### config.mk
export PLATFORM = sky130hd
export DESIGN_NAME = ifc_top
export DESIGN_NICKNAME = d
export VERILOG_FILES = /design/src/verilog/ifc_pkg.sv /design/src/verilog/ifc_edge_if.sv /design/src/verilog/ifc_pin_edge.sv /design/src/verilog/ifc_top.sv
export SDC_FILE = /design/constraint.sdc
export NUM_CORES = 1
export LEC_CHECK = 0
export BUFFER_PORTS_ARGS = -buffer_cell sky130_fd_sc_hd__buf_2
export CAP_MARGIN = 20
export CORE_ASPECT_RATIO = 0.8
export CORE_MARGIN = 1.5
export CORE_UTILIZATION = 40
export DETAILED_ROUTE_END_ITERATION = 16
export PLACE_DENSITY = 0.69
export SLEW_MARGIN = 20
export SYNTH_ARGS = -nofsm -noshare
export SYNTH_HDL_FRONTEND = slang
export SYNTH_SLANG_ARGS = --single-unit
### constraint.sdc
create_clock -name aclk -period 1.8 [get_ports aclk]
set_clock_uncertainty 0.05 [all_clocks]
set_input_delay 0.18 -clock aclk [delete_from_list [all_inputs] [get_ports aclk]]
set_output_delay 0.18 -clock aclk [all_outputs]
set_load 0.1 [all_outputs]
### src/verilog/ifc_pkg.sv
// constants shared by the interrupt flag and enable controller
package ifc_pkg;

   // register byte offsets on the axi4-lite bus
   localparam logic [7:0] OFF_EDGE  = 8'h00;  // pin edge select
   localparam logic [7:0] OFF_CTRL0 = 8'h04;  // primary control 0
   localparam logic [7:0] OFF_CTRL1 = 8'h08;  // primary control 1
   localparam logic [7:0] OFF_GRP0  = 8'h0C;  // group 0 control
   localparam logic [7:0] OFF_GRP1  = 8'h10;  // group 1 control
   localparam logic [7:0] OFF_STAT  = 8'h14;  // sticky event status, write one to clear
   localparam logic [7:0] OFF_MASK  = 8'h18;  // event status mask

   // primary control 0 fields
   localparam int C0_GIE      = 0;  // global enable
   localparam int C0_PIN_EN   = 1;  // pin enable
   localparam int C0_B2_EN    = 2;  // touch overflow or group 0 enable
   localparam int C0_B3_EN    = 3;  // touch threshold or group 1 enable
   localparam int C0_PIN_FLAG = 4;  // pin flag
   localparam int C0_B5_FLAG  = 5;  // touch overflow or group 0 flag
   localparam int C0_B6_FLAG  = 6;  // touch threshold or group 1 flag

   // primary control 1 fields
   localparam int C1_EN0   = 0;  // timer or two-wire enable
   localparam int C1_EN1   = 1;  // tick base enable
   localparam int C1_EN2   = 2;  // eeprom write enable, larger variant
   localparam int C1_FLAG4 = 4;  // timer or two-wire flag
   localparam int C1_FLAG5 = 5;  // tick base flag
   localparam int C1_FLAG6 = 6;  // eeprom write flag, larger variant

   // group control fields
   localparam int G_EN0   = 0;  // overflow or period enable
   localparam int G_EN1   = 1;  // threshold or match a enable
   localparam int G_FLAG4 = 4;  // overflow or period flag
   localparam int G_FLAG5 = 5;  // threshold or match a flag

   // implemented bit masks
   localparam logic [7:0] MASK_EDGE     = 8'h03;
   localparam logic [7:0] MASK_CTRL0    = 8'h7F;
   localparam logic [7:0] MASK_C1_SMALL = 8'h33;
   localparam logic [7:0] MASK_C1_LARGE = 8'h77;
   localparam logic [7:0] MASK_GRP      = 8'h33;
   localparam logic [7:0] RST_BYTE      = 8'h00;

   // pin edge select codes
   localparam logic [1:0] EDGE_OFF  = 2'b00;
   localparam logic [1:0] EDGE_RISE = 2'b01;
   localparam logic [1:0] EDGE_FALL = 2'b10;
   localparam logic [1:0] EDGE_BOTH = 2'b11;

   // event status bit positions
   localparam int EV_PIN     = 0;
   localparam int EV_TTHR    = 1;
   localparam int EV_TOVF    = 2;
   localparam int EV_TICK    = 3;
   localparam int EV_TMR     = 4;
   localparam int EV_TWOWIRE = 5;
   localparam int EV_EEPROM  = 6;
   localparam int EV_MATCHA  = 7;
   localparam int EV_PERIOD  = 8;
   localparam int EV_N       = 9;
   localparam logic [EV_N-1:0] EV_MASK_SMALL = 9'h01F;
   localparam logic [EV_N-1:0] EV_MASK_LARGE = 9'h1EF;
   localparam logic [EV_N-1:0] RST_EV        = 9'h000;

   // axi response codes
   localparam logic [1:0] RESP_OKAY   = 2'b00;
   localparam logic [1:0] RESP_SLVERR = 2'b10;

endpackage

### src/verilog/ifc_edge_if.sv
// carrier between the controller and its pin edge detector
`timescale 1ns/100ps
interface ifc_edge_if;
   logic       pin_level;   // sampled external pin
   logic [1:0] edge_sel;    // edge select field
   logic       edge_pulse;  // one cycle per selected edge

   modport ctrl_side (output pin_level, output edge_sel, input edge_pulse);
   modport edge_side (input pin_level, input edge_sel, output edge_pulse);
endinterface

### src/verilog/ifc_pin_edge.sv
// external pin edge detector steered by the edge select field
`timescale 1ns/100ps
module ifc_pin_edge
   import ifc_pkg::*;
(
   input  wire logic   aclk,
   input  wire logic   aresetn,
   ifc_edge_if.edge_side port_e
);
   logic prev;    // pin level one cycle ago
   logic primed;  // prev holds a real sample

   // remember last level; first sample after reset is no edge
   always_ff @(posedge aclk) begin
      if (!aresetn) begin
         prev   <= 1'b0;
         primed <= 1'b0;
      end else begin
         prev   <= port_e.pin_level;
         primed <= 1'b1;
      end
   end

   // code bit 0 selects rising, bit 1 falling; 00 gives nothing
   always_comb begin
      port_e.edge_pulse = primed &
         ((port_e.edge_sel[0] & ~prev & port_e.pin_level) |
          (port_e.edge_sel[1] & prev & ~port_e.pin_level));
   end
endmodule

### src/verilog/ifc_top.sv
// interrupt flag and enable controller with an axi4-lite register slave
//
// Design decisions made here: the register offsets and the AXI4-Lite slave port.
`timescale 1ns/100ps
module ifc_top
   import ifc_pkg::*;
#(
   parameter bit LARGE_VARIANT = 1'b0  // 1 selects the grouped larger variant
)(
   input  wire logic        aclk,
   input  wire logic        aresetn,
   // axi4-lite write address
   input  wire logic [7:0]  s_axi_awaddr,
   input  wire logic [2:0]  s_axi_awprot,
   input  wire logic        s_axi_awvalid,
   output logic             s_axi_awready,
   // axi4-lite write data
   input  wire logic [31:0] s_axi_wdata,
   input  wire logic [3:0]  s_axi_wstrb,
   input  wire logic        s_axi_wvalid,
   output logic             s_axi_wready,
   // axi4-lite write response
   output logic [1:0]       s_axi_bresp,
   output logic             s_axi_bvalid,
   input  wire logic        s_axi_bready,
   // axi4-lite read address
   input  wire logic [7:0]  s_axi_araddr,
   input  wire logic [2:0]  s_axi_arprot,
   input  wire logic        s_axi_arvalid,
   output logic             s_axi_arready,
   // axi4-lite read data
   output logic [31:0]      s_axi_rdata,
   output logic [1:0]       s_axi_rresp,
   output logic             s_axi_rvalid,
   input  wire logic        s_axi_rready,
   // event sources
   input  wire logic        ext_pin,
   input  wire logic        touch_threshold_evt,
   input  wire logic        touch_overflow_evt,
   input  wire logic        tick_base_evt,
   input  wire logic        tmr_event_evt,
   input  wire logic        twowire_evt,
   input  wire logic        eeprom_wr_evt,
   input  wire logic        compare_match_a_evt,
   input  wire logic        compare_period_evt,
   // to the processor core and system
   output logic             core_irq_req,
   output logic             irq
);
   // variant dependent implemented masks
   localparam logic [7:0]      MASK_C1 = LARGE_VARIANT ? MASK_C1_LARGE : MASK_C1_SMALL;
   localparam logic [7:0]      MASK_G  = LARGE_VARIANT ? MASK_GRP : RST_BYTE;
   localparam logic [EV_N-1:0] EV_MASK = LARGE_VARIANT ? EV_MASK_LARGE : EV_MASK_SMALL;

   // register storage
   logic [7:0]      edge_select_reg;  // pin edge select
   logic [7:0]      primary_ctrl0;    // global, pin and touch or group bits
   logic [7:0]      primary_ctrl1;    // tick, timer, two-wire, eeprom bits
   logic [7:0]      group0_ctrl;      // touch pair, larger variant
   logic [7:0]      group1_ctrl;      // compare pair, larger variant
   logic [EV_N-1:0] ev_status;        // sticky event record
   logic [EV_N-1:0] ev_mask;          // event record mask

   // bus slave state
   logic        aw_full;   // write address captured
   logic        w_full;    // write data captured
   logic [7:0]  aw_addr;   // captured write address
   logic [31:0] w_data;    // captured write data
   logic [3:0]  w_strb;    // captured strobes
   logic        wr_do;     // the write takes effect this cycle

   // next values
   logic [7:0]      next_edge;
   logic [7:0]      next_ctrl0;
   logic [7:0]      next_ctrl1;
   logic [7:0]      next_grp0;
   logic [7:0]      next_grp1;
   logic [EV_N-1:0] next_status;
   logic [EV_N-1:0] next_mask;
   logic [31:0]     next_rdata;
   logic            rd_hit;     // read address is mapped
   logic            wr_hit;     // write address is mapped

   // hardware set terms and request terms
   logic            pin_edge;   // selected pin edge seen
   logic            grp0_req;   // enabled member of group 0 pending
   logic            grp1_req;   // enabled member of group 1 pending
   logic [7:0]      set_ctrl0;
   logic [7:0]      set_ctrl1;
   logic [7:0]      set_grp0;
   logic [7:0]      set_grp1;
   logic [EV_N-1:0] ev_vec;     // raw events this cycle
   logic            any_req;    // some flag with its enable set

   // pin edge detector
   ifc_edge_if edge_bus ();

   assign edge_bus.pin_level = ext_pin;
   assign edge_bus.edge_sel  = edge_select_reg[1:0];
   assign pin_edge           = edge_bus.edge_pulse;

   ifc_pin_edge u_pin_edge (
      .aclk    (aclk),
      .aresetn (aresetn),
      .port_e  (edge_bus.edge_side)
   );

   // ---------------- axi4-lite write side ----------------

   // address and data taken in either order; refused while a response waits
   assign s_axi_awready = ~aw_full & ~s_axi_bvalid;
   assign s_axi_wready  = ~w_full & ~s_axi_bvalid;
   assign wr_do         = aw_full & w_full & ~s_axi_bvalid;

   // capture write address
   always_ff @(posedge aclk) begin
      if (!aresetn) begin
         aw_full <= 1'b0;
         aw_addr <= 8'h00;
      end else if (s_axi_awvalid && s_axi_awready) begin
         aw_full <= 1'b1;
         aw_addr <= s_axi_awaddr;
      end else if (wr_do) begin
         aw_full <= 1'b0;
      end
   end

   // capture write data
   always_ff @(posedge aclk) begin
      if (!aresetn) begin
         w_full <= 1'b0;
         w_data <= 32'h0000_0000;
         w_strb <= 4'h0;
      end else if (s_axi_wvalid && s_axi_wready) begin
         w_full <= 1'b1;
         w_data <= s_axi_wdata;
         w_strb <= s_axi_wstrb;
      end else if (wr_do) begin
         w_full <= 1'b0;
      end
   end

   // write decode on the word address; the low two address bits are ignored
   always_comb begin
      unique case ({aw_addr[7:2], 2'b00})
         OFF_EDGE, OFF_CTRL0, OFF_CTRL1, OFF_GRP0,
         OFF_GRP1, OFF_STAT, OFF_MASK: wr_hit = 1'b1;
         default:                      wr_hit = 1'b0;  // unmapped
      endcase
   end

   // write response one cycle after both halves are in
   always_ff @(posedge aclk) begin
      if (!aresetn) begin
         s_axi_bvalid <= 1'b0;
         s_axi_bresp  <= RESP_OKAY;
      end else if (wr_do) begin
         s_axi_bvalid <= 1'b1;
         s_axi_bresp  <= wr_hit ? RESP_OKAY : RESP_SLVERR;
      end else if (s_axi_bready) begin
         s_axi_bvalid <= 1'b0;
      end
   end

   // ---------------- hardware set terms ----------------

   // group flag is set by any enabled member flag and stays set until written clear
   assign grp0_req = (group0_ctrl[G_FLAG5] & group0_ctrl[G_EN1]) |
                     (group0_ctrl[G_FLAG4] & group0_ctrl[G_EN0]);
   assign grp1_req = (group1_ctrl[G_FLAG5] & group1_ctrl[G_EN1]) |
                     (group1_ctrl[G_FLAG4] & group1_ctrl[G_EN0]);

   // which flag bit each event sets, per variant
   always_comb begin
      set_ctrl0 = 8'h00;
      set_ctrl1 = 8'h00;
      set_grp0  = 8'h00;
      set_grp1  = 8'h00;
      set_ctrl0[C0_PIN_FLAG] = pin_edge;
      if (LARGE_VARIANT) begin
         set_ctrl0[C0_B5_FLAG] = grp0_req;
         set_ctrl0[C0_B6_FLAG] = grp1_req;
         set_ctrl1[C1_FLAG6]   = eeprom_wr_evt;
         set_ctrl1[C1_FLAG5]   = tick_base_evt;
         set_ctrl1[C1_FLAG4]   = twowire_evt;
         set_grp0[G_FLAG5]     = touch_threshold_evt;
         set_grp0[G_FLAG4]     = touch_overflow_evt;
         set_grp1[G_FLAG5]     = compare_match_a_evt;
         set_grp1[G_FLAG4]     = compare_period_evt;
      end else begin
         set_ctrl0[C0_B5_FLAG] = touch_overflow_evt;
         set_ctrl0[C0_B6_FLAG] = touch_threshold_evt;
         set_ctrl1[C1_FLAG5]   = tick_base_evt;
         set_ctrl1[C1_FLAG4]   = tmr_event_evt;
      end
   end

   // raw event vector for the sticky status record
   always_comb begin
      ev_vec              = RST_EV;
      ev_vec[EV_PIN]      = pin_edge;
      ev_vec[EV_TTHR]     = touch_threshold_evt;
      ev_vec[EV_TOVF]     = touch_overflow_evt;
      ev_vec[EV_TICK]     = tick_base_evt;
      ev_vec[EV_TMR]      = tmr_event_evt;
      ev_vec[EV_TWOWIRE]  = twowire_evt;
      ev_vec[EV_EEPROM]   = eeprom_wr_evt;
      ev_vec[EV_MATCHA]   = compare_match_a_evt;
      ev_vec[EV_PERIOD]   = compare_period_evt;
      ev_vec              = ev_vec & EV_MASK;  // sources absent in this variant
   end

   // ---------------- register next values ----------------

   // a write stores its byte, then hardware sets are or-ed on top,
   // so an event in the clearing cycle survives
   always_comb begin
      next_edge   = edge_select_reg;
      next_ctrl0  = primary_ctrl0;
      next_ctrl1  = primary_ctrl1;
      next_grp0   = group0_ctrl;
      next_grp1   = group1_ctrl;
      next_status = ev_status;
      next_mask   = ev_mask;
      if (wr_do && w_strb[0]) begin
         unique case ({aw_addr[7:2], 2'b00})
            OFF_EDGE:  next_edge  = w_data[7:0] & MASK_EDGE;
            OFF_CTRL0: next_ctrl0 = w_data[7:0] & MASK_CTRL0;
            OFF_CTRL1: next_ctrl1 = w_data[7:0] & MASK_C1;
            OFF_GRP0:  next_grp0  = w_data[7:0] & MASK_G;
            OFF_GRP1:  next_grp1  = w_data[7:0] & MASK_G;
            OFF_STAT:  next_status[7:0] = ev_status[7:0] & ~w_data[7:0];
            OFF_MASK:  next_mask[7:0]   = w_data[7:0] & EV_MASK[7:0];
            default: ;  // unmapped: nothing stored
         endcase
      end
      // bit 8 of status and mask sits in byte lane 1
      if (wr_do && w_strb[1]) begin
         if ({aw_addr[7:2], 2'b00} == OFF_STAT) begin
            next_status[EV_N-1] = ev_status[EV_N-1] & ~w_data[8];
         end
         if ({aw_addr[7:2], 2'b00} == OFF_MASK) begin
            next_mask[EV_N-1] = w_data[8] & EV_MASK[EV_N-1];
         end
      end
      next_ctrl0  = next_ctrl0 | (set_ctrl0 & MASK_CTRL0);
      next_ctrl1  = next_ctrl1 | (set_ctrl1 & MASK_C1);
      next_grp0   = next_grp0 | (set_grp0 & MASK_G);
      next_grp1   = next_grp1 | (set_grp1 & MASK_G);
      next_status = next_status | ev_vec;
   end

   // register update; everything starts cleared
   always_ff @(posedge aclk) begin
      if (!aresetn) begin
         edge_select_reg <= RST_BYTE;
         primary_ctrl0   <= RST_BYTE;
         primary_ctrl1   <= RST_BYTE;
         group0_ctrl     <= RST_BYTE;
         group1_ctrl     <= RST_BYTE;
      end else begin
         edge_select_reg <= next_edge;
         primary_ctrl0   <= next_ctrl0;
         primary_ctrl1   <= next_ctrl1;
         group0_ctrl     <= next_grp0;
         group1_ctrl     <= next_grp1;
      end
   end

   // sticky status and mask
   always_ff @(posedge aclk) begin
      if (!aresetn) begin
         ev_status <= RST_EV;
         ev_mask   <= RST_EV;
      end else begin
         ev_status <= next_status;
         ev_mask   <= next_mask;
      end
   end

   // ---------------- requests ----------------

   // each flag paired with its own enable in the primary registers
   assign any_req =
      (primary_ctrl0[C0_PIN_FLAG] & primary_ctrl0[C0_PIN_EN]) |
      (primary_ctrl0[C0_B5_FLAG] & primary_ctrl0[C0_B2_EN])  |
      (primary_ctrl0[C0_B6_FLAG] & primary_ctrl0[C0_B3_EN])  |
      (primary_ctrl1[C1_FLAG4] & primary_ctrl1[C1_EN0])      |
      (primary_ctrl1[C1_FLAG5] & primary_ctrl1[C1_EN1])      |
      (primary_ctrl1[C1_FLAG6] & primary_ctrl1[C1_EN2]);

   // registered outputs; the core suspends while the request stands
   always_ff @(posedge aclk) begin
      if (!aresetn) begin
         core_irq_req <= 1'b0;
         irq          <= 1'b0;
      end else begin
         core_irq_req <= primary_ctrl0[C0_GIE] & any_req;
         irq          <= |(ev_status & ev_mask);
      end
   end

   // ---------------- axi4-lite read side ----------------

   // one read at a time; next address refused until data is taken
   assign s_axi_arready = ~s_axi_rvalid;

   // read mux; upper bits always zero
   always_comb begin
      next_rdata = 32'h0000_0000;
      rd_hit     = 1'b1;
      unique case ({s_axi_araddr[7:2], 2'b00})
         OFF_EDGE:  next_rdata[7:0] = edge_select_reg;
         OFF_CTRL0: next_rdata[7:0] = primary_ctrl0;
         OFF_CTRL1: next_rdata[7:0] = primary_ctrl1;
         OFF_GRP0:  next_rdata[7:0] = group0_ctrl;
         OFF_GRP1:  next_rdata[7:0] = group1_ctrl;
         OFF_STAT:  next_rdata[EV_N-1:0] = ev_status;
         OFF_MASK:  next_rdata[EV_N-1:0] = ev_mask;
         default:   rd_hit = 1'b0;  // unmapped answers with an error
      endcase
   end

   // read data stands until the master takes it
   always_ff @(posedge aclk) begin
      if (!aresetn) begin
         s_axi_rvalid <= 1'b0;
         s_axi_rdata  <= 32'h0000_0000;
         s_axi_rresp  <= RESP_OKAY;
      end else if (s_axi_arvalid && s_axi_arready) begin
         s_axi_rvalid <= 1'b1;
         s_axi_rdata  <= next_rdata;
         s_axi_rresp  <= rd_hit ? RESP_OKAY : RESP_SLVERR;
      end else if (s_axi_rready) begin
         s_axi_rvalid <= 1'b0;
      end
   end

   // prot bits carry no meaning here
   logic unused_prot;
   assign unused_prot = ^{s_axi_awprot, s_axi_arprot, w_data[31:9], w_strb[3:2]};

endmodule

Word level (Yosys, flattened, before mapping)

Cells that the tools add are included.

Output and inout bits: 43
Word-level logic and storage cells: 105
Input port bits: 74
Register bits after elaboration: 72

Muxes and demuxes: 22
Reduce and logical (&&, ||, !) cells: 16
Bitwise gates (word level): 36
Equality and inequality tests: 12

Operators by type and width:

| cell                 | number |
|---|---|
| $mux W8              | 6 |
| $pmux W8 S5          | 1 |
| $eq A6 B3 Y1 const B | 6 |
| $eq A6 B2 Y1 const B | 4 |
| $and A1 B1 Y1        | 17 |
| $reduce_or A7 Y1     | 2 |
| $mux W1              | 13 |
| $eq A6 B1 Y1 const B | 2 |
| $logic_not A6 Y1     | 2 |
| $and A9 B5 Y9        | 1 |
| $or A9 B5 Y9         | 1 |
| $reduce_or A9 Y1     | 1 |
| $and A8 B8 Y8        | 1 |
| $not A8 Y8           | 1 |
| $or A8 B6 Y8         | 1 |
| $or A8 B7 Y8         | 1 |
| $reduce_bool A2 Y1   | 4 |
| $not A1 Y1           | 7 |
| $or A1 B1 Y1         | 6 |
| $logic_and A1 B1 Y1  | 5 |
| $mux W2              | 2 |
| $reduce_and A2 Y1    | 2 |

Longest topological paths before layout

Gate-level depths: netlist of run 1.

Word-level depth: 7
Mapped depth: 6

Cells and area by module

From an unflattened synthesis of run 1, not the netlist that was laid out.

Cells, all modules: 319
Area total of the unflattened synthesis: 2824.0 um2

Modules (own cells, without submodules):

| module       | area an instance (um2) | sequential area each (um2) | instances | cells each |
|---|---|---|---|---|
| ifc_top      | 2755.1                 | 1221.2                     | 1         | 313 |
| ifc_pin_edge | 68.8                   | 40.0                       | 1         | 6 |

Least setup slack after synthesis of run 1

Ideal clock, no wire load.

Kind: register to register
Start: register s_axi_bvalid
End: register aw_addr[2]
Buffers on the path: 1
Period minus slack after synthesis: 2955 ps
Library setup time: 116 ps
Stages on the path, launching flop included: 6
Slack: -1155 ps
Data required time: 1634 ps
Data arrival time: 2789 ps
Path through: dfxtp_1 -> nor2_1 -> and2_1 -> buf_2 -> mux2i_1 -> nor2b_1

Longest elaborated chain between the ends: 3

RTL lines:

| element                | RTL line       | RTL |
|---|---|---|
| start, declared        | ifc_top.sv:24  | `output logic s_axi_bvalid,` |
| start signal, assigned | ifc_top.sv:155 | `s_axi_bvalid <= 1'b0;` |
| start signal, assigned | ifc_top.sv:158 | `s_axi_bvalid <= 1'b1;` |
| start signal, assigned | ifc_top.sv:161 | `s_axi_bvalid <= 1'b0;` |
| $not A1 Y1             | ifc_top.sv:111 | `assign s_axi_awready = ~aw_full & ~s_axi_bvalid;` |
| $and A1 B1 Y1          | ifc_top.sv:111 |  |
| net s_axi_awready      | ifc_top.sv:16  | `output logic s_axi_awready,` |
| $logic_and A1 B1 Y1    | ifc_top.sv:120 | `end else if (s_axi_awvalid && s_axi_awready) begin` |
| end signal, assigned   | ifc_top.sv:122 | `aw_addr <= s_axi_awaddr;` |
| end, declared          | ifc_top.sv:67  | `logic [7:0] aw_addr;` |

The timed path passes the listed nets, and every way through them passes these cells.
A chain may end at the register's enable or synchronous reset.

Final worst setup path of run 1

Start: register aw_addr[7]
End: register primary_ctrl0[4]

Longest elaborated chain between the ends: 4

RTL lines:

| element              | RTL line       | RTL |
|---|---|---|
| $eq A6 B1 Y1         | ifc_top.sv:226 | `unique case ({aw_addr[7:2], 2'b00})` |
| $mux W8              | ifc_top.sv:226 |  |
| $mux W8              | ifc_top.sv:225 | `if (wr_do && w_strb[0]) begin` |
| $or A8 B7 Y8         | ifc_top.sv:246 | `next_ctrl0 = next_ctrl0 \| (set_ctrl0 & MASK_CTRL0);` |
| end signal, assigned | ifc_top.sv:263 | `primary_ctrl0 <= next_ctrl0;` |
| end, declared        | ifc_top.sv:57  | `logic [7:0] primary_ctrl0;` |

No other way between the ends.

==> results.md, run 1 <==
* Outcome: finished clean
* Fin cells at 446
* Max H-tree Level at 3
* GP Congestion at 0.825
* Worst hold path type: primary input to flip-flop
* Pin count of the biggest net entering global routing at 39
* DR pass1 iterations at 6
* FF-to-FF End: primary_ctrl0[4]
* Synth warnings at 0
* Layout cells sized above 1 at 25.6%
* Most common cell after layout, fill and taps aside: dfxtp_1
* Post-CTS Hold Buffers at 0
* Ys async rst share at 0%
* Setup crit end kind: flip-flop
* Core ar. at 0.00693 sq mm
* Largest regs: ev_status: 9 flops, s_axi_rdata: 9 flops, w_data: 9 flops
* Vias in the first global route at 2094
* Critical path class: flip-flop to flip-flop
* R2R depth at 4
* Cell total after placement at 430
* CP Launch Type: flip-flop
* Post-route antenna net violation count at 0
* HP Start: ext_pin
* Worst skew pair latency at 0.34 ns
* Ranking of synthesized cells by area: dfxtp_1 (44%), mux2i_1 (11%), nor2b_1 (7.8%), buf_4 (6.5%), mux2_2 (2.7%)
* CP Max Fanout at 7
* # IOs at 117
* Reg-to-Reg Start: aw_addr[7]
* Remaining global-route overflow at 0
* Initial Util at 41.6%
* DR iter-0 viols at 97
* Setup_tns at 0 ns
* Post-synth EDFFs at 0
* Top cell type's share of synthesized area at 43.8%
* Net count reported at finish at 428
* Max Fclk at 0.617 GHz
* Tcrit/Tclk final at 90.0%
* Vias at 2223
* Leakage power at 0.00149 uW
* Worst VDD drop at 361 uV
* GRT Overall Usage at 17.1%
* Sequential-to-total area share from yosys stat at 43.8%
* Root Driver: clkbuf_8
* CTS clk-pin slew, worst paths at 0.07 ns
* CTS tree: yes
* Max Transition Viols Final at 0
* Setup Viol. Count Final at 0
* CP Data Arrival Time at 1.79 ns
* Total CTS buffers at 9
* DRT Wirelength at 6.22 mm
* # rows at 27
* Post-Syn Area per Cell at 9.67 sq um
* Hold Slack at 0.0235 ns
* Initial antenna violation count at 0
* Port bufs at 52
* CTS resizes at 0
* DP HPWL at 4.65 mm
* Global-route wire length before repair at 10.5 mm
* Pwr Density at 988 mW/mm^2
* Syn-to-layout area delta at 17.1%
* Mapped Area at 0.00288 sq mm
* Die Ht at 78.9 um
* Final Hold Vio Count at 0
* Most frequent cells in the layout: dfxtp_1 (61), buf_2 (52), nor2b_1 (36), mux2i_1 (31), conb_1 (25)
* Die Span X at 97.9 um
* RSZ-0062 raised after global routing: no
* Hold path depth at 2
* Via/cell ratio at 4.98
* Max clock buf depth at 2
* CP Launch Point: aw_addr[7]
* Worst Tran Pin Value at 0.558 ns
* Post-Syn Instances at 298
* Die area at 0.00772 sq mm
* Post-CTS Setup Repair Bufs at 0
* Most used DFF post-synth: dfxtp_1
* Yosys top cell by area: dfxtp_1
* Number of synthesized register bits at 63
* Worst R2R Setup Slack at 0.18 ns
* WP data required at 1.97 ns
* # Max-Cap Violations at 0
* Worst slew margin at 62.5%
* Min Tclk post-route at 1.62 ns
* Antenna Cells at 0
* Num Clock Sinks at 63
* Hold Path End: u_pin_edge.prev
* WL/cell at 13.9 um
* Netlist cell types at 44
* # DRC at 0
worst max-delay path: stages (launching register included):
cell,delay [ns]
dfxtp_1,0.34
nor3_2,0.35
nand4_2,0.39
mux2i_1,0.27
a21boi_0,0.10
synthesized netlist by cell type (2+ instances only):
cell type	instances
nand3_1	11
nand4_1	3
a21oi_1	7
buf_2	3
a31oi_1	5
a32oi_1	2
buf_6	2
and3b_1	2
and3_4	2
mux2_2	7
nand2_1	17
a22oi_1	6
a222oi_1	2
clkbuf_1	7
inv_1	8
nor3b_1	3
a221oi_1	2
dfxtp_1	63
buf_4	25
mux2i_1	31
and2_1	3
a21boi_0	8
a22o_1	3
a32o_1	2
o21ai_0	14
nor2_1	7
nor2b_1	36
layout make-up:
class	instances	area, sq um
Fill cell	679	3550
Multi-Input combinational cell	213	1440
Sequential cell	63	1270
Timing Repair Buffer	59	325
Clock buffer	10	138
Tap cell	87	109
Clock inverter	6	60.1
Inverter	8	33.8
routing by layer:
| layer | global-route usage (%) | vias to the layer above | wire (um) |
|---|---|---|---|
| met1 | 23.0 | 1040 | 3020 |
| met2 | 26.7 | 63 | 2810 |
| li1 | - | 1112 | - |
| met4 | 4.57 | 0 | 58 |
| met3 | 5.37 | 8 | 329 |
| met5 | 0 | - | 0 |
stage by stage:
stage	util [%]	total power (uW)	setup WS (ns)	cell area, sq um
after CTS	48.7	3350	0.175	3370
after detailed placement	45.8	2150	0.186	3170
after global placement	45.8	2130	0.268	3170
final	48.7	3330	0.180	3370
after global routing	48.7	3470	0.0662	3370
after floorplan	-	2070	0.00181	2990
worst max-delay path by stage:
stage	slack (ns)	cells past startpoint	to
CTS	0.18	4	primary_ctrl0[4]
global route	0.07	4	primary_ctrl0[4]
floorplan	0.002	4	s_axi_rdata[2]
global placement	0.27	4	primary_ctrl0[4]
finish	0.18	4	primary_ctrl0[4]
detailed placement	0.19	4	primary_ctrl0[4]
kinds of logic (layout without fill, tap and decap cells):
| group | count (synthesis) | after routing | share of synthesized area (%) |
|---|---|---|---|
| other cells | 1 | 25 | 0.130 |
| simple gates | 93 | 93 | 18.9 |
| mux | 38 | 38 | 13.5 |
| flops | 63 | 63 | 43.8 |
| buf+inv | 46 | 83 | 9.95 |
| compound gates | 57 | 57 | 13.7 |
report_power, final:
| group | switching, uW | total [uW] | internal (uW) |
|---|---|---|---|
| combinational | 468 | 609 | 140 |
| sequential | 56.7 | 1500 | 1450 |
| clock | 551 | 1220 | 669 |
Note: power is estimated with default switching activity, not from simulation.
==> run 2: changes to the inputs <==
--- a/config.mk
+++ b/config.mk
@@ -5,6 +5,7 @@
 export SDC_FILE = /design/constraint.sdc
 export NUM_CORES = 1
 export LEC_CHECK = 0
+export ABC_AREA = 1
 export BUFFER_PORTS_ARGS = -buffer_cell sky130_fd_sc_hd__buf_2
 export CAP_MARGIN = 20
 export CORE_ASPECT_RATIO = 0.8
==> constraint.sdc (replaced) <==
create_clock -name aclk -period 1.9 [get_ports aclk]
set_clock_uncertainty 0.05 [all_clocks]
set_input_delay 0.19 -clock aclk [delete_from_list [all_inputs] [get_ports aclk]]
set_output_delay 0.19 -clock aclk [all_outputs]
set_load 0.1 [all_outputs]
==> results.md, run 2 <==
* Clock share of power at 37.6% (was 36.6%)
* CTS tree: yes (unchanged)
* # IOs at 117 (unchanged)
* Setup crit end kind: flip-flop (unchanged)
* Critical path class: flip-flop to flip-flop (unchanged)
* CP delay by family, top: simple AND/OR/NAND/NOR gates (unchanged)
* # DRC at 0 (unchanged)
* Syn-to-layout area delta at 17.6% (was 17.1%)
* Initial Util at 41.5% (was 41.6%)
* Cell total after placement at 522 (was 430)
* Most used DFF post-synth: dfxtp_1 (unchanged)
* Port bufs at 52 (unchanged)
* WL/cell at 12.3 um (was 13.9 um)
* Largest regs: ev_status: 9 flops, s_axi_rdata: 9 flops, w_data: 9 flops (unchanged)
* WP data required at 2.07 ns (was 1.97 ns)
* Number of synthesized register bits at 63 (unchanged)
* CTS clk-pin slew, worst paths at 0.08 ns (was 0.07 ns)
* DP Area at 0.00315 sq mm (was 0.00317 sq mm)
* Max Fclk at 0.643 GHz (was 0.617 GHz)
* Net Switching at 1110 uW (was 1080 uW)
* DR iter-0 viols at 139 (was 97)
* Ys async rst share at 0% (unchanged)
* Layout cells sized above 1 at 22.1% (was 25.6%)
* Pin count of the biggest net entering global routing at 33 (was 39)
* Hold Slack at 0.0412 ns (was 0.0235 ns)
* DRT Wirelength at 6.62 mm (was 6.22 mm)
* Min Tclk post-route at 1.55 ns (was 1.62 ns)
* Num Clock Sinks at 63 (unchanged)
* Final Hold Vio Count at 0 (unchanged)
* Crit-path cells: inv_1 -> nor2_1 -> nand2_1 -> nor2_1 -> nand2_1 -> inv_2 -> nand2_1 -> a21oi_1 -> nor2_1 (was nor3_2 -> nand4_2 -> mux2i_1 -> a21boi_0)
* Core ar. at 0.00693 sq mm (unchanged)
* Worst VDD drop at 513 uV (was 361 uV)
* Post-Syn Instances at 391 (was 298)
* Max H-tree Level at 3 (unchanged)
* DP HPWL at 4.93 mm (was 4.65 mm)
* Leakage power at 0.00150 uW (was 0.00149 uW)
* Most numerous cell in the Yosys netlist: nand2_1 (was dfxtp_1)
* Pwr Density at 975 mW/mm^2 (was 988 mW/mm^2)
* DR pass1 iterations at 4 (was 6)
* Worst hold path type: primary input to flip-flop (unchanged)
* Synth top cells by count: nand2_1 (70), dfxtp_1 (63), a21oi_1 (46) (was dfxtp_1 (63), nor2b_1 (36), mux2i_1 (31))
* Tcrit/Tclk final at 81.8% (was 90.0%)
* Metal2 WL at 3.02 mm (was 2.81 mm)
* Worst slew margin at 61.9% (was 62.5%)
* Initial antenna violation count at 0 (unchanged)
* Remaining global-route overflow at 0 (unchanged)
* Crit path buf inv count at 2 (was 0)
* Top cell type's share of synthesized area at 43.9% (was 43.8%)
* Final cell area excluding filler cells at 0.00338 sq mm (was 0.00337 sq mm)
* Outcome: finished clean (unchanged)
* Max clock buf depth at 2 (unchanged)
* Fill cells at 709 (was 679)
* Sequential power share at 43.3% (was 45.1%)
* GRT Overall Usage at 18.2% (was 17.1%)
* Net count reported at finish at 521 (was 428)
* DP Worst Slack at 0.373 ns (was 0.186 ns)
* Synth warnings at 0 (unchanged)
* Antenna Cells at 0 (unchanged)
* Setup Viol. Count Final at 0 (unchanged)
* Root Driver: clkbuf_8 (unchanged)
* RSZ-0062 raised after global routing: no (unchanged)
* Die Ht at 78.8 um (was 78.9 um)
* CP Launch Type: flip-flop (unchanged)
* Max Transition Viols Final at 0 (unchanged)
* Mapped Area at 0.00287 sq mm (was 0.00288 sq mm)
* Most common cell after layout, fill and taps aside: nand2_1 (was dfxtp_1)
* Post-route antenna net violation count at 0 (unchanged)
* Slowest cell on crit path: dfxtp_1 (was nand4_2)
* Vias at 2593 (was 2223)
* Fin cells at 539 (was 446)
* Post-Syn Area per Cell at 7.35 sq um (was 9.67 sq um)
* Max incr delay on CP at 0.36 ns (was 0.39 ns)
* Wire length on met3 at 382 um (was 329 um)
* Post-synth EDFFs at 0 (unchanged)
* CP Data Arrival Time at 1.73 ns (was 1.79 ns)
* Worst Tran Pin Value at 0.569 ns (was 0.558 ns)
* Global-route wire length before repair at 11.1 mm (was 10.5 mm)
* Ranking of synthesized cells by area: dfxtp_1 (44%), nand2_1 (9.1%), a21oi_1 (8.0%), o21ai_0 (7.8%), buf_4 (6.5%) (was dfxtp_1 (44%), mux2i_1 (11%), nor2b_1 (7.8%), buf_4 (6.5%), mux2_2 (2.7%))
* Setup_tns at 0 ns (unchanged)
* # rows at 27 (unchanged)
* Netlist cell types at 26 (was 44)
* CP Max Fanout at 6 (was 7)
* Via/cell ratio at 4.81 (was 4.98)
* Int Pwr at 2180 uW (was 2260 uW)
* CTS resizes at 0 (unchanged)
* Yosys top cell by area: dfxtp_1 (unchanged)
* Most frequent cells in the layout: nand2_1 (70), dfxtp_1 (61), buf_2 (52), a21oi_1 (46), o21ai_0 (45) (was dfxtp_1 (61), buf_2 (52), nor2b_1 (36), mux2i_1 (31), conb_1 (25))
* # Max-Cap Violations at 0 (unchanged)
* Worst skew pair latency at 0.34 ns (about the same)
* Die area at 0.00770 sq mm (was 0.00772 sq mm)
* Vias in the first global route at 2405 (was 2094)
* Switch share at 33.8% (was 32.3%)
* Top sig layer: met4 (unchanged)
* Comb pwr share at 19.1% (was 18.3%)
* Final worst slack at 0.346 ns (was 0.180 ns)
* Die Span X at 97.8 um (was 97.9 um)
* Total CTS buffers at 9 (unchanged)
* GP Congestion at 0.917 (was 0.825)
* DRT met1 WL at 3.16 mm (was 3.02 mm)
* Sequential-to-total area share from yosys stat at 43.9% (was 43.8%)
## run 2: logic make-up (layout without fill, tap and decap cells)
logic type / Yosys count / after routing / share of synthesized area [%]
buffers and inverters: 84 / 121 / 14.4
AOI/OAI and AO/OA: 104 / 104 / 19.5
other: 1 / 25 / 0.131
DFF: 63 / 63 / 43.9
and+or+nand+nor: 139 / 139 / 22.0
## run 2: path summary, 6_finish.rpt
kind              depth (start not counted)          startpoint            to  slack, ns
setup / recovery                          9          aw_addr[4]  ev_status[0]       0.35
setup reg to reg                          9          aw_addr[4]  ev_status[0]       0.35
hold / removal                            3  touch_overflow_evt  ev_status[2]       0.04
hold reg to reg                           2        ev_status[7]  ev_status[7]       0.39
## run 2: cell type report
| type | count | area, sq um | share of cell area (%) |
|---|---|---|---|
| Timing Repair Buffer | 56 | 293 | 8.66 |
| Inverter | 49 | 189 | 5.59 |
| Clock buffer | 10 | 149 | 4.41 |
| Multi-Input combinational cell | 268 | 1310 | 38.7 |
| Clock inverter | 6 | 66.3 | 1.96 |
| Sequential cell | 63 | 1270 | 37.5 |
| Tap cell | 87 | 109 | 3.22 |
## run 2: power by group through the flow
stage                     sequential (uW)  clock [uW]  combinational, uW
final                                1430        1240                629
after global routing                 1440        1320                677
after CTS                            1430        1270                631
after detailed placement             1460           0                628
after global placement               1460           0                619
after floorplan                      1520           0                497
## run 2: metal layers
layer	up-vias	GRT usage [%]
li1	1332	-
met1	1180	23.3
met2	76	29.2
met3	5	6.43
met4	0	5.29
met5	-	0
## run 2: metrics by stage
stage	util, %	power, uW
5_1_grt	48.8	3440
2_1_floorplan	-	2020
3_3_place_gp	45.5	2070
3_5_place_dp	45.5	2090
6_report	48.8	3300
4_1_cts	48.8	3330
## run 2: repair_timing
action / in CTS / in global routing
setup buffers: 0 / 0
hold buffers: 1 / 0
endpoints found under the hold margin: 1 / 0
## run 2: tightest hold or removal path, cell delays in order
cell	delay (ns)
buf_2	0.11
inv_1	0.04
a21oi_1	0.05
==> run 3: changes to the inputs <==
--- a/config.mk
+++ b/config.mk
@@ -12,7 +12,7 @@
 export CORE_MARGIN = 1.5
 export CORE_UTILIZATION = 40
 export DETAILED_ROUTE_END_ITERATION = 16
-export PLACE_DENSITY = 0.69
+export PLACE_DENSITY = 0.72
 export SLEW_MARGIN = 20
 export SYNTH_ARGS = -nofsm -noshare
 export SYNTH_HDL_FRONTEND = slang
==> constraint.sdc (replaced) <==
create_clock -name aclk -period 1.4 [get_ports aclk]
set_clock_uncertainty 0.05 [all_clocks]
set_input_delay 0.14 -clock aclk [delete_from_list [all_inputs] [get_ports aclk]]
set_output_delay 0.14 -clock aclk [all_outputs]
set_load 0.1 [all_outputs]
==> results.md, run 3 (same netlist as run 2, synthesis figures left out) <==
* Outcome: finished clean (unchanged)
* Port bufs at 52 (unchanged)
* GRT Overall Usage at 19.0% (was 18.2%)
* Int Pwr at 2770 uW (was 2180 uW)
* Final worst slack at 0.0442 ns (was 0.346 ns)
* Pwr Density at 1180 mW/mm^2 (was 975 mW/mm^2)
* Final Hold Vio Count at 0 (unchanged)
* DRT Wirelength at 6.93 mm (was 6.62 mm)
* Tcrit/Tclk final at 96.8%
* Remaining global-route overflow at 0 (unchanged)
* Cell total after placement at 529 (was 522)
* CP Data Arrival Time at 1.17 ns (was 1.73 ns)
* Most common cell after layout, fill and taps aside: nand2_1 (unchanged)
* Reg-to-Reg Start: s_axi_bvalid (was aw_addr[4])
* R2R depth at 8 (was 9)
* Setup crit end kind: output port (was flip-flop)
* WL/cell at 12.5 um (was 12.3 um)
* Pin count of the biggest net entering global routing at 31 (was 33)
* Die Span X at 97.8 um (unchanged)
* Fin cells at 554 (was 539)
* Syn-to-layout area delta at 24.9% (was 17.6%)
* DR pass1 iterations at 6 (was 4)
* Leakage power at 0.00162 uW (was 0.00150 uW)
* CP Max Fanout at 4 (was 6)
* Most frequent cells in the layout: nand2_1 (66), dfxtp_1 (60), buf_2 (49), inv_1 (41), a21oi_1 (40) (was nand2_1 (70), dfxtp_1 (61), buf_2 (52), a21oi_1 (46), o21ai_0 (45))
* Worst skew pair latency at 0.34 ns (about the same)
* Max incr delay on CP at 0.43 ns (was 0.36 ns)
* Switch share at 34.7% (was 33.8%)
* CTS tree: yes (unchanged)
* Max Fclk at 0.738 GHz
* Critical path class: flip-flop to output port (was flip-flop to flip-flop)
* Total CTS buffers at 9 (unchanged)
* Worst VDD drop at 566 uV (was 513 uV)
* # IOs at 117 (unchanged)
* Initial Util at 41.5% (unchanged)
* Vias at 2711 (was 2593)
* Slowest cell on crit path: buf_2 (was dfxtp_1)
* Core ar. at 0.00693 sq mm (unchanged)
* Max H-tree Level at 3 (unchanged)
* Net count reported at finish at 537 (was 521)
* Crit path buf inv count at 1 (was 2)
* Setup crit end: s_axi_bvalid (was ev_status[0])
* Fill cells at 686 (was 709)
* Max clock buf depth at 2 (unchanged)
* Sequential power share at 45.6% (was 43.3%)
* Vias in the first global route at 2547 (was 2405)
* Worst hold path type: primary input to flip-flop (unchanged)
* # Max-Cap Violations at 0 (unchanged)
* Post-route antenna net violation count at 0 (unchanged)
* Setup Viol. Count Final at 0 (unchanged)
* Num Clock Sinks at 63 (unchanged)
* Antenna Cells at 0 (unchanged)
* Clock share of power at 31.3% (was 37.6%)
* Crit-path cells: buf_2 (was inv_1 -> nor2_1 -> nand2_1 -> nor2_1 -> nand2_1 -> inv_2 -> nand2_1 -> a21oi_1 -> nor2_1)
* CP Launch Type: flip-flop (unchanged)
* Initial antenna violation count at 0 (unchanged)
* Die area at 0.00770 sq mm (unchanged)
* Die Ht at 78.8 um (unchanged)
* WP data required at 1.21 ns (was 2.07 ns)
* FF-to-FF End: ev_status[0] (unchanged)
* Max Transition Viols Final at 0 (unchanged)
* CTS clk-pin slew, worst paths at 0.07 ns (was 0.08 ns)
* # DRC at 0 (unchanged)
* GP Congestion at 0.873 (was 0.917)
* Root Driver: clkbuf_8 (unchanged)
* CP delay by family, top: buffers and inverters (was simple AND/OR/NAND/NOR gates)
* Worst path depth at 1 (was 9)
* Global-route wire length before repair at 11.7 mm (was 11.1 mm)
* RSZ-0062 raised after global routing: yes (was no)
* Layout cells sized above 1 at 26.3% (was 22.1%)
* Via/cell ratio at 4.89 (was 4.81)
* Net Switching at 1480 uW (was 1110 uW)
* Min Tclk post-route at 1.36 ns
* DR iter-0 viols at 128 (was 139)
* DP Worst Slack at -0.00817 ns (was 0.373 ns)
* Comb pwr share at 23.0% (was 19.1%)
* CP Launch Point: s_axi_bvalid (was aw_addr[4])
* Hold path depth at 3 (unchanged)
* Largest regs: ev_status: 9 flops, s_axi_rdata: 9 flops, w_data: 9 flops (unchanged)
* # rows at 27 (unchanged)
* DP HPWL at 5.01 mm (was 4.93 mm)
* Worst R2R Setup Slack at 0.07 ns (was 0.35 ns)
-- run 3: cell types whose count changed in the layout (fill, tap and decap cells not counted), moves of 4 or more --
cell	previous run	this run
dlygate4sd3_1	1	6
buf_4	3	14
o21ai_1	2	20
nand2_1	70	66
a21oi_1	46	40
o21ai_0	45	27
a21oi_2	0	6
-- run 3: layout make-up --
cell class | instances | area (sq um) | share of cell area (%)
clock buffers | 13 | 149 | 4.15
well taps | 87 | 109 | 3.03
clock inverters | 2 | 10.0 | 0.279
flip-flops and latches | 63 | 1270 | 35.4
inverters | 49 | 191 | 5.34
repair buffers | 72 | 470 | 13.1
multi-input cells | 268 | 1390 | 38.7
-- run 3: how the worst min path moves through the flow --
| stage | start | end | slack [ns] |
|---|---|---|---|
| final | s_axi_awaddr[7] | aw_addr[7] | 0.02 |
| after global routing | tick_base_evt | ev_status[3] | 0.02 |
| after CTS | tmr_event_evt | ev_status[4] | 0.006 |
| after detailed placement | ext_pin | u_pin_edge.prev | 0.31 |
| after global placement | ext_pin | u_pin_edge.prev | 0.30 |
| after floorplan | aresetn | u_pin_edge.primed | 0.12 |
-- run 3: what timing repair did --
action	CTS	global route
hold endpoints to repair	6	0
setup buffers	0	4
hold buffers	6	0
setup endpoints to repair	2	28
resized for setup	2	13
pin swaps	0	1
-- run 3: metal layers --
layer | up-vias | routed length (um) | track usage (%)
li1 | 1365 | - | -
met1 | 1236 | 3230 | 24.6
met2 | 97 | 3120 | 30.1
met3 | 13 | 485 | 6.51
met4 | 0 | 99 | 6.00
met5 | - | 0 | 0
-- run 3: power groups by stage --
stage	Combinational [uW]	Clock [uW]	Sequential, uW
after detailed placement	932	0	1970
after CTS	948	1370	1930
after global routing	1040	1440	1950
final	978	1330	1940
after global placement	917	0	1970
after floorplan	710	0	2060
-- run 3: stage by stage --
step	total power [uW]	util, %	hold slack [ns]	TNS (ns)	instance area (sq um)
2_1_floorplan	2770	-	0.118	-8.72	3060
3_3_place_gp	2890	47.4	0.300	0	3280
3_5_place_dp	2910	47.4	0.308	-0.00817	3280
4_1_cts	4250	50.6	0.00585	0	3510
5_1_grt	4430	51.8	0.0206	-0.280	3590
6_report	4250	51.8	0.0182	0	3590
